[config.mk]
export PLATFORM = sky130hd
export DESIGN_NAME = fsa_align
export DESIGN_NICKNAME = d
export VERILOG_FILES = /design/src/rtl/fsa_pkg.sv /design/src/rtl/fsa_align.sv /design/src/rtl/fsa_edge_sync.sv
export SDC_FILE = /design/constraint.sdc
export NUM_CORES = 1
export LEC_CHECK = 0
export BUFFER_PORTS_ARGS = -buffer_cell sky130_fd_sc_hd__clkbuf_2
export CAP_MARGIN = 20
export CELL_PAD_IN_SITES_DETAIL_PLACEMENT = 1
export CELL_PAD_IN_SITES_GLOBAL_PLACEMENT = 1
export CORE_ASPECT_RATIO = 1.4
export CORE_MARGIN = 2
export CORE_UTILIZATION = 25
export CTS_CLUSTER_DIAMETER = 100
export DETAILED_ROUTE_END_ITERATION = 12
export GPL_TIMING_DRIVEN = 0
export PLACE_DENSITY_LB_ADDON = 0.15
export SYNTH_ARGS = -nofsm -noshare
export SYNTH_HDL_FRONTEND = slang
export SYNTH_SLANG_ARGS = --single-unit
[constraint.sdc]
create_clock -name CLK_SYS -period 4.5 [get_ports CLK_SYS]
set_input_delay 0.45 -clock CLK_SYS [delete_from_list [all_inputs] [get_ports CLK_SYS]]
set_output_delay 0.45 -clock CLK_SYS [all_outputs]
set_load 0.01 [all_outputs]
[src/rtl/fsa_pkg.sv]
// Purpose: Shared constants for the frame/sync pulse alignment channel
// Assumes: One system clock; all inputs are plain pins
// Notes: Rate codes cover the supported pulse input rates
package fsa_pkg;
    localparam int FSA_NUM_IN = 16;
    localparam int FSA_SEL_W = 4;
    localparam int FSA_DIV_W = 16;
    localparam int FSA_WID_W = 8;
    localparam int FSA_RATE_W = 4;

    // Supported pulse input rates
    localparam logic [3:0] FSA_RATE_PULSE_PER_EVEN_SECOND = 4'h0;
    localparam logic [3:0] FSA_RATE_1PPS = 4'h1;
    localparam logic [3:0] FSA_RATE_5PPS = 4'h2;
    localparam logic [3:0] FSA_RATE_10PPS = 4'h3;
    localparam logic [3:0] FSA_RATE_50HZ = 4'h4;
    localparam logic [3:0] FSA_RATE_100HZ = 4'h5;
    localparam logic [3:0] FSA_RATE_1KHZ = 4'h6;
    localparam logic [3:0] FSA_RATE_2KHZ = 4'h7;
    localparam logic [3:0] FSA_RATE_4KHZ = 4'h8;
    localparam logic [3:0] FSA_RATE_8KHZ = 4'h9;

    // Reset and floor values of the dividers
    localparam logic [15:0] FSA_DIV_ONE = 16'h0001;
    localparam logic [15:0] FSA_DIV_ZERO = 16'h0000;
    localparam logic [7:0] FSA_WID_ONE = 8'h01;
    localparam logic [7:0] FSA_WID_ZERO = 8'h00;

    typedef enum logic [2:0] {
        FSA_FREE = 3'b001,
        FSA_ARMED = 3'b010,
        FSA_ALIGN = 3'b100
    } fsa_state_t;
endpackage

[src/rtl/fsa_align.sv]
// Purpose: Frame/sync pulse alignment of one loop's output dividers
// Assumes: Pulse and reference inputs are pins sampled by CLK_SYS
// Notes: Output clock and pulse come from free-running dividers
//
// Behaviour
// - Frame mode: active pulse edge arms; next reference rising edge aligns.
// - Active edge of the pulse input selectable as rising or falling.
// - Pulse rates PULSE_PER_EVEN_SECOND to 8kHz accepted, each with a selectable reference.
// - Output clock and output pulse dividers must form an integer ratio.
// - Outputs align to first reference rising edge after the frame pulse.
// - With alignment enabled in frame mode, outputs realign to the paired reference.
// - Rising pulse edge by default; falling edge when edge bit set.
// - Sync mode: the pulse edge itself is the alignment edge.
// - Sync mode aligns to first rising, or falling, sync pulse edge.
// - Any input may be pulse or reference; chosen by select bits.
// - System oscillator input has no monitor and raises no alarm.
`timescale 1ns/1ps
module fsa_align (
    // Clock and reset
    input wire logic CLK_SYS,
    input wire logic RST,
    // Pins
    input wire logic [fsa_pkg::FSA_NUM_IN-1:0] PULSE_IN,
    // Control
    input wire logic ALIGN_ENABLE,
    input wire logic SYNC_MODE,
    input wire logic FALL_EDGE,
    input wire logic [fsa_pkg::FSA_SEL_W-1:0] PULSE_SEL,
    input wire logic [fsa_pkg::FSA_SEL_W-1:0] REF_SEL,
    input wire logic [fsa_pkg::FSA_RATE_W-1:0] PULSE_RATE,
    input wire logic [fsa_pkg::FSA_DIV_W-1:0] CLK_HALF_DIV,
    input wire logic [fsa_pkg::FSA_DIV_W-1:0] PULSE_RATIO,
    input wire logic [fsa_pkg::FSA_WID_W-1:0] PULSE_WIDTH,
    // Outputs and status
    output logic ALIGNED_CLOCK_OUTPUT,
    output logic ALIGNED_PULSE_OUTPUT,
    output logic ALIGN_EVENT,
    output logic ARMED,
    output logic RATE_ERR
);
    import fsa_pkg::*;

    logic [FSA_NUM_IN-1:0] in_rise;
    logic [FSA_NUM_IN-1:0] in_fall;
    logic pulse_edge;
    logic ref_rise;
    logic rate_ok;
    fsa_state_t state;
    fsa_state_t next_state;
    logic next_align_event;
    logic next_rate_err;
    logic [FSA_DIV_W-1:0] half_div;
    logic [FSA_DIV_W-1:0] ratio;
    logic [FSA_WID_W-1:0] width;
    logic [FSA_DIV_W-1:0] clk_cnt;
    logic [FSA_DIV_W-1:0] next_clk_cnt;
    logic [FSA_DIV_W-1:0] frm_cnt;
    logic [FSA_DIV_W-1:0] next_frm_cnt;
    logic [FSA_WID_W-1:0] wid_cnt;
    logic [FSA_WID_W-1:0] next_wid_cnt;
    logic clk_out;
    logic next_clk_out;
    logic pulse_out;
    logic next_pulse_out;

    // Any pin may serve as pulse input or reference
    genvar gi;
    generate
        for (gi = 0; gi < FSA_NUM_IN; gi++) begin : g_in
            fsa_edge_sync u_sync (
                .clk(CLK_SYS),
                .rst(RST),
                .raw(PULSE_IN[gi]),
                .rise(in_rise[gi]),
                .fall(in_fall[gi])
            );
        end
    endgenerate

    assign pulse_edge = FALL_EDGE ? in_fall[PULSE_SEL] : in_rise[PULSE_SEL];
    assign ref_rise = in_rise[REF_SEL];
    assign rate_ok = (PULSE_RATE <= FSA_RATE_8KHZ);

    // Zero settings behave as one
    assign half_div = (CLK_HALF_DIV == FSA_DIV_ZERO) ? FSA_DIV_ONE
                                                     : CLK_HALF_DIV;
    assign ratio = (PULSE_RATIO == FSA_DIV_ZERO) ? FSA_DIV_ONE : PULSE_RATIO;
    assign width = (PULSE_WIDTH == FSA_WID_ZERO) ? FSA_WID_ONE : PULSE_WIDTH;

    // Alignment sequencer; the oscillator input has no alarm here
    always_comb begin
        next_state = state;
        case (state)
            FSA_FREE: begin
                if (ALIGN_ENABLE && rate_ok && pulse_edge) begin
                    if (SYNC_MODE) begin
                        next_state = FSA_ALIGN;
                    end else begin
                        next_state = FSA_ARMED;
                    end
                end
            end
            FSA_ARMED: begin
                if (!ALIGN_ENABLE || !rate_ok) begin
                    next_state = FSA_FREE;
                end else if (ref_rise) begin
                    next_state = FSA_ALIGN;
                end
            end
            FSA_ALIGN: begin
                next_state = FSA_FREE;
            end
            default: begin
                next_state = FSA_FREE;
            end
        endcase
        next_align_event = (next_state == FSA_ALIGN);
        next_rate_err = !rate_ok;
    end

    always_ff @(posedge CLK_SYS or posedge RST) begin
        if (RST) begin
            state <= FSA_FREE;
            ALIGN_EVENT <= 1'b0;
            ARMED <= 1'b0;
            RATE_ERR <= 1'b0;
        end else begin
            state <= next_state;
            ALIGN_EVENT <= next_align_event;
            ARMED <= (next_state == FSA_ARMED);
            RATE_ERR <= next_rate_err;
        end
    end

    // Output dividers; the pulse counts whole output clock periods
    always_comb begin
        next_clk_cnt = clk_cnt;
        next_frm_cnt = frm_cnt;
        next_wid_cnt = wid_cnt;
        next_clk_out = clk_out;
        next_pulse_out = pulse_out;
        if (state == FSA_ALIGN) begin
            // Restart both dividers on the alignment edge
            next_clk_cnt = half_div - FSA_DIV_ONE;
            next_frm_cnt = ratio - FSA_DIV_ONE;
            next_wid_cnt = width - FSA_WID_ONE;
            next_clk_out = 1'b1;
            next_pulse_out = 1'b1;
        end else begin
            // Free running when not aligning
            if (wid_cnt != FSA_WID_ZERO) begin
                next_wid_cnt = wid_cnt - FSA_WID_ONE;
            end else begin
                next_pulse_out = 1'b0;
            end
            if (clk_cnt != FSA_DIV_ZERO) begin
                next_clk_cnt = clk_cnt - FSA_DIV_ONE;
            end else begin
                next_clk_cnt = half_div - FSA_DIV_ONE;
                next_clk_out = !clk_out;
                if (!clk_out) begin
                    if (frm_cnt != FSA_DIV_ZERO) begin
                        next_frm_cnt = frm_cnt - FSA_DIV_ONE;
                    end else begin
                        next_frm_cnt = ratio - FSA_DIV_ONE;
                        next_wid_cnt = width - FSA_WID_ONE;
                        next_pulse_out = 1'b1;
                    end
                end
            end
        end
    end

    always_ff @(posedge CLK_SYS or posedge RST) begin
        if (RST) begin
            clk_cnt <= FSA_DIV_ZERO;
            frm_cnt <= FSA_DIV_ZERO;
            wid_cnt <= FSA_WID_ZERO;
            clk_out <= 1'b0;
            pulse_out <= 1'b0;
        end else begin
            clk_cnt <= next_clk_cnt;
            frm_cnt <= next_frm_cnt;
            wid_cnt <= next_wid_cnt;
            clk_out <= next_clk_out;
            pulse_out <= next_pulse_out;
        end
    end

    assign ALIGNED_CLOCK_OUTPUT = clk_out;
    assign ALIGNED_PULSE_OUTPUT = pulse_out;
endmodule

[src/rtl/fsa_edge_sync.sv]
// Purpose: Two-stage synchroniser with edge detection for one pin
// Assumes: Input is asynchronous to CLK_SYS
// Notes: First stage is read only by the second stage
`timescale 1ns/1ps
module fsa_edge_sync (
    // Clock and reset
    input wire logic clk,
    input wire logic rst,
    // Pin and results
    input wire logic raw,
    output logic rise,
    output logic fall
);
    logic stage1;
    logic stage2;
    logic stage3;

    always_ff @(posedge clk or posedge rst) begin
        if (rst) begin
            stage1 <= 1'b0;
            stage2 <= 1'b0;
            stage3 <= 1'b0;
        end else begin
            stage1 <= raw;
            stage2 <= stage1;
            stage3 <= stage2;
        end
    end

    assign rise = stage2 & ~stage3;
    assign fall = ~stage2 & stage3;
endmodule

Word level (Yosys, flattened, before mapping)

Cells that the tools add are included.

Bits in registers: 96
Input port bits: 73
Output and inout bits: 5
Word-level logic and storage cells: 183

Add/subtract/negate cells: 6
Magnitude comparators: 3
Equal/unequal tests: 7
Multiplexer cells: 33
Bitwise gates (word level): 64
Reductions and logical operators: 13

Operators with widths:

| operator                                                                     | number |
|---|---|
| 16-bit two-way mux                                                           | 8 |
| 16-bit by 1-bit subtractor with 16-bit output, second input constant         | 4 |
| 8-bit two-way mux                                                            | 6 |
| 1-bit AND                                                                    | 32 |
| 16-bit zero test                                                             | 2 |
| 1-bit NOT                                                                    | 32 |
| 16-bit nonzero test                                                          | 2 |
| 8-bit by 1-bit subtractor with 8-bit output, second input constant           | 2 |
| 1-bit binary-select mux with 4-bit select                                    | 3 |
| 3-bit two-way mux                                                            | 4 |
| 1-bit two-way mux                                                            | 11 |
| 4-bit by 5-bit less-than comparator with 1-bit output, second input constant | 2 |
| 8-bit zero test                                                              | 1 |
| 8-bit nonzero test                                                           | 1 |
| 3-bit by 2-bit equality test with 1-bit output, second input constant        | 2 |
| 3-bit equality test, second input constant                                   | 2 |
| 3-bit case mux with 2 select lines                                           | 1 |
| 4-bit less-or-equal comparator, second input constant                        | 1 |
| 3-bit by 1-bit equality test with 1-bit output, second input constant        | 1 |
| 1-bit zero test                                                              | 3 |
| 1-bit logical AND                                                            | 2 |
| 2-bit by 1-bit inequality test with 1-bit output, second input constant      | 1 |
| 2-bit inequality test, second input constant                                 | 1 |
| 2-bit AND reduction                                                          | 1 |
| 1-bit logical OR                                                             | 1 |

Logic depth before layout (Yosys ltp)

Depth in word-level cells: 9
Gate-level depth with buffers: 9
Depth with buffers taken out: 9

Modules after synthesis

From an unflattened synthesis, not the netlist that was laid out.

Cell total of the unflattened synthesis: 520
Area, all modules: 5338.9 um2

By module, submodules not included:

| module        | instances | cells each | area each (um2) | sequential area each (um2) |
|---|---|---|---|---|
| fsa_align     | 1         | 424        | 3837.4          | 1202.4 |
| fsa_edge_sync | 16        | 6          | 93.8            | 75.1 |

Worst setup path before layout

Ideal clock, no wire load.

Path kind: input-to-reg
From: input port PULSE_RATIO[7] in the netlist's numbering
To: register frm_cnt[14]
Library setup time: 0.126 ns
Data arrival time: 2.554 ns
Data required time: 4.374 ns
Setup slack: 1.820 ns
Stages: 9
Buffers on the path: 0
Cells stage by stage: or4_1 nor3b_1 a21oi_1 ha_1 or3b_2 nor2_1 nand3_1 xnor2_1 a221o_1

Cells in the longest elaborated chain, start to end: 7

Ends and longest elaborated chain:

| element                                           | RTL line                           | RTL |
|---|---|---|
| start: declaration                                | fsa_align.sv:32                    | `input wire logic [fsa_pkg::FSA_DIV_W-1:0] PULSE_RATIO,` |
| 16-bit zero test                                  | fsa_align.sv:87                    | `assign ratio = (PULSE_RATIO == FSA_DIV_ZERO) ? FSA_DIV_ONE : PULSE_RATIO;` |
| 16-bit two-way mux (*)                            | fsa_align.sv:87                    |  |
| 16-bit by 1-bit subtractor with 16-bit output (*) | fsa_align.sv:145, fsa_align.sv:165 |  |
| 16-bit two-way mux                                | fsa_align.sv:162                   | `if (frm_cnt != FSA_DIV_ZERO) begin` |
| 16-bit two-way mux                                | fsa_align.sv:161                   | `if (!clk_out) begin` |
| 16-bit two-way mux                                | fsa_align.sv:156                   | `if (clk_cnt != FSA_DIV_ZERO) begin` |
| 16-bit two-way mux (*)                            | fsa_align.sv:142                   | `if (state == FSA_ALIGN) begin` |
| end signal: assignment                            | fsa_align.sv:183                   | `frm_cnt <= next_frm_cnt;` |
| end: declaration                                  | fsa_align.sv:57                    | `logic [FSA_DIV_W-1:0] frm_cnt;` |

Every way passes the cells marked *; elsewhere a longest branch is shown, timed or not. The select of a mux whose other input is x is not followed.
A chain may end at the register's enable or synchronous reset.

Final worst setup path

From: input port PULSE_RATIO[12] in the netlist's numbering
To: register frm_cnt[14]

The elaborated chain is that of the path after synthesis.

==> flow_summary.json <==
{
  "ys_types": 64,
  "intPower_uw": 1570,
  "synth_fp_nets": 604,
  "worst_pin_slew_ns": 1.02,
  "hpwl_mm": 11.1,
  "drv_slew": 0,
  "dieArea_um2": 22300,
  "min_period_ns": 2.99,
  "first_pass_iters": 4,
  "tns_ns": 0,
  "fin_crit_sh": 0.665,
  "max-vdd-ir-drop_v": 0.000193,
  "hold_buffers": 0,
  "clk_pin_slew_ns": 0.08,
  "dp.cells": 853,
  "drt.antenna.violating_nets": 0,
  "cpLargestDelayFamily": "simple AND/OR/NAND/NOR gates",
  "drc_errors": 0,
  "grt_pass1_wl_mm": 24.6,
  "viasPerCell": 5.03,
  "start_util": 0.256,
  "pwr-share-comb": 0.193,
  "wirelength_mm": 14.5,
  "slew_headroom": 0.311,
  "crit_path_end_kind": "flip-flop",
  "clkSinkCount": 96,
  "switchingPower_uw": 734,
  "htree_num_levels": 3,
  "fin_worst_skew_ns": 0.00889,
  "leakagePower_uw": 0.00248,
  "p_sw_frac": 0.319,
  "synth.avg_cell_area_um2": 10.1,
  "cts_buffers": 9,
  "rsz0062_at_grt": "false",
  "cp_data_arrival_time_ns": 3.22,
  "post_cts_buffers": 0,
  "required_ns": 4.73,
  "boundaryPins": 78,
  "crit_fanout": 5,
  "routedWlPerCell_um": 16.7,
  "numPortBuffers": 74,
  "maxCapViolCount": 0,
  "final_cell_mix": "95 x dfrtp_1, 74 x clkbuf_2, 49 x nor2_1",
  "die_height_um": 176,
  "place.gp.congestion": 0.776,
  "ys_seq_area_frac": 0.455,
  "hold_viol": 0,
  "layout.cells.non_filler": 869,
  "fin_nets": 690,
  "layout_commonest_cell": "dfrtp_1",
  "grt_overflow_total": 0,
  "pwr-share-clk": 0.339,
  "setup_viol": 0,
  "seq_power_share": 0.468,
  "grt_pass1_vias": 4869,
  "critPathSlowestCell": "nor3b_1",
  "cts_tree": "yes",
  "critPathKind": "input pin to flip-flop",
  "status": "finished, final reports clean",
  "syn_to_final_growth_pct": 19.3,
  "cts-root-buf": "clkbuf_16",
  "max_freq_ghz": 0.334,
  "grtUsageTotal": 0.136,
  "hold_class": "input pin to asynchronous set/reset pin",
  "die_x_um": 127,
  "drt_iter0_markers": 166,
  "path_cells": "clkbuf_2, nor4_1, nor3b_1, a21oi_1, ha_1, or3b_2, nor2_1, nand3_1, xnor2_1, a221o_1",
  "yosysWarnings": 0,
  "syn_area_um2": 5280,
  "synth-edff-count": 0,
  "drive_gt1_frac": 0.207,
  "critPathMaxStageDelay_ns": 0.61,
  "grt_max_degree": 54,
  "syn_inst": 522,
  "path_buf_inv": 1,
  "start_kind": "input pin",
  "core_area_um2": 20600,
  "synth_seq_cells": 96,
  "vias": 4373,
  "antenna_found_initial": 0,
  "synthArstFlopShare": 1.00,
  "clk_latency_ns": 0.35,
  "rows": 62,
  "cts_resized": 0,
  "diodes": 0,
  "ys.flop_type": "dfrtp_1",
  "cts_max_path_buffers": 2,
  "power.density_nw_per_um2": 365
}
registers in the layout, summed over array words and instances (netlist names), 3 cells and up:
signal and cells:
clk_cnt 16, frm_cnt 16, g_in.u_sync.stage1 16, g_in.u_sync.stage2 16
g_in.u_sync.stage3 16, state 3, wid_cnt 8
cell usage after synthesis (3+ instances only):
cell type | number | share of area
nand3b_1 | 7 | 0.0099
nor3_1 | 26 | 0.025
dfrtp_1 | 95 | 0.45
nor2_1 | 49 | 0.035
nor4bb_1 | 3 | 0.0057
a221o_1 | 4 | 0.0076
a31oi_1 | 6 | 0.0071
nand4b_1 | 3 | 0.0050
a221oi_1 | 4 | 0.0066
nor4_1 | 16 | 0.019
buf_2 | 5 | 0.0047
nor2b_1 | 13 | 0.015
buf_4 | 4 | 0.0057
or3_1 | 8 | 0.0095
o2bb2ai_1 | 4 | 0.0066
or3b_2 | 3 | 0.0050
nand3_1 | 18 | 0.017
xnor2_1 | 25 | 0.041
nor4b_1 | 5 | 0.0083
ha_1 | 9 | 0.021
o21ai_0 | 16 | 0.015
nand2_1 | 21 | 0.015
clkbuf_1 | 7 | 0.0050
and2_1 | 4 | 0.0047
or4_1 | 6 | 0.0085
or4_4 | 3 | 0.0064
o41ai_1 | 3 | 0.0050
mux4_2 | 7 | 0.030
o31ai_1 | 4 | 0.0057
o21ai_1 | 8 | 0.0076
a21oi_1 | 25 | 0.024
xor2_1 | 17 | 0.028
o221ai_1 | 4 | 0.0066
mux2i_1 | 12 | 0.023
nand2b_1 | 14 | 0.017
inv_1 | 23 | 0.016
final timing paths:
| check | startpoint | endpoint | slack (ns) | depth (start not counted) |
|---|---|---|---|---|
| worst max-delay path | PULSE_RATIO[12] | frm_cnt[14] | 1.51 | 10 |
| worst min-delay path | RST | wid_cnt[3] | 0.17 | 2 |
| worst max register to register | clk_cnt[10] | frm_cnt[12] | 1.81 | 6 |
| worst min register to register | g_in[14].u_sync.stage1 | g_in[14].u_sync.stage2 | 0.35 | 0 |
| max in group asynchronous | RST | clk_cnt[14] | 3.67 | 3 |
| min in group CLK_SYS | PULSE_IN[7] | g_in[7].u_sync.stage1 | 0.20 | 1 |
stage by stage:
stage	total power (uW)	cell area (um2)	hold slack [ns]	util	setup slack (ns)
finish	2300	6300	0.167	0.305	1.51
floorplan	1370	5280	0.331	-	1.55
CTS	2350	6300	0.178	0.305	1.49
global route	2450	6300	0.180	0.305	1.26
detailed placement	1550	6000	0.336	0.291	1.13
global placement	1520	5970	0.334	0.289	0.234
final cells by class:
cell class              instances  area (um2)
fillers                      2401       14300
multi-input cells             385        2690
flip-flops and latches         96        2400
repair buffers                 75         398
well taps                     256         320
clock buffers                   9         225
plain buffers                  18         104
inverters                      23        88.8
clock inverters                 7        72.6
worst reg2reg max path: stages (launching register included):
cell	delay [ns]
dfrtp_1	0.43
or4_4	0.57
or4_4	0.55
o31ai_4	0.49
buf_6	0.23
o21ai_1	0.08
a222oi_1	0.24
power by group through the flow:
stage | sequential [uW] | combinational [uW] | clock [uW]
floorplan | 1070 | 306 | 0
global placement | 1090 | 434 | 0
detailed placement | 1090 | 451 | 0
CTS | 1080 | 455 | 816
global route | 1100 | 505 | 848
finish | 1080 | 443 | 780
per-layer routing:
| layer | routed length (um) | vias up | GRT usage |
|---|---|---|---|
| met5 | 0 | - | 0 |
| li1 | - | 2091 | - |
| met3 | 438 | 14 | 0.0185 |
| met1 | 6350 | 2192 | 0.169 |
| met2 | 7480 | 76 | 0.242 |
| met4 | 240 | 0 | 0.0472 |
logic make-up after synthesis:
group	synth area share
AND/OR/NAND/NOR	0.218
AO/OA/AOI/OAI	0.143
flip-flops	0.455
XOR/XNOR	0.0696
buffers and inverters	0.0360
multiplexers	0.0568
adder cells (fa/ha/maj)	0.0213
Power figures use the tool's default switching activity.
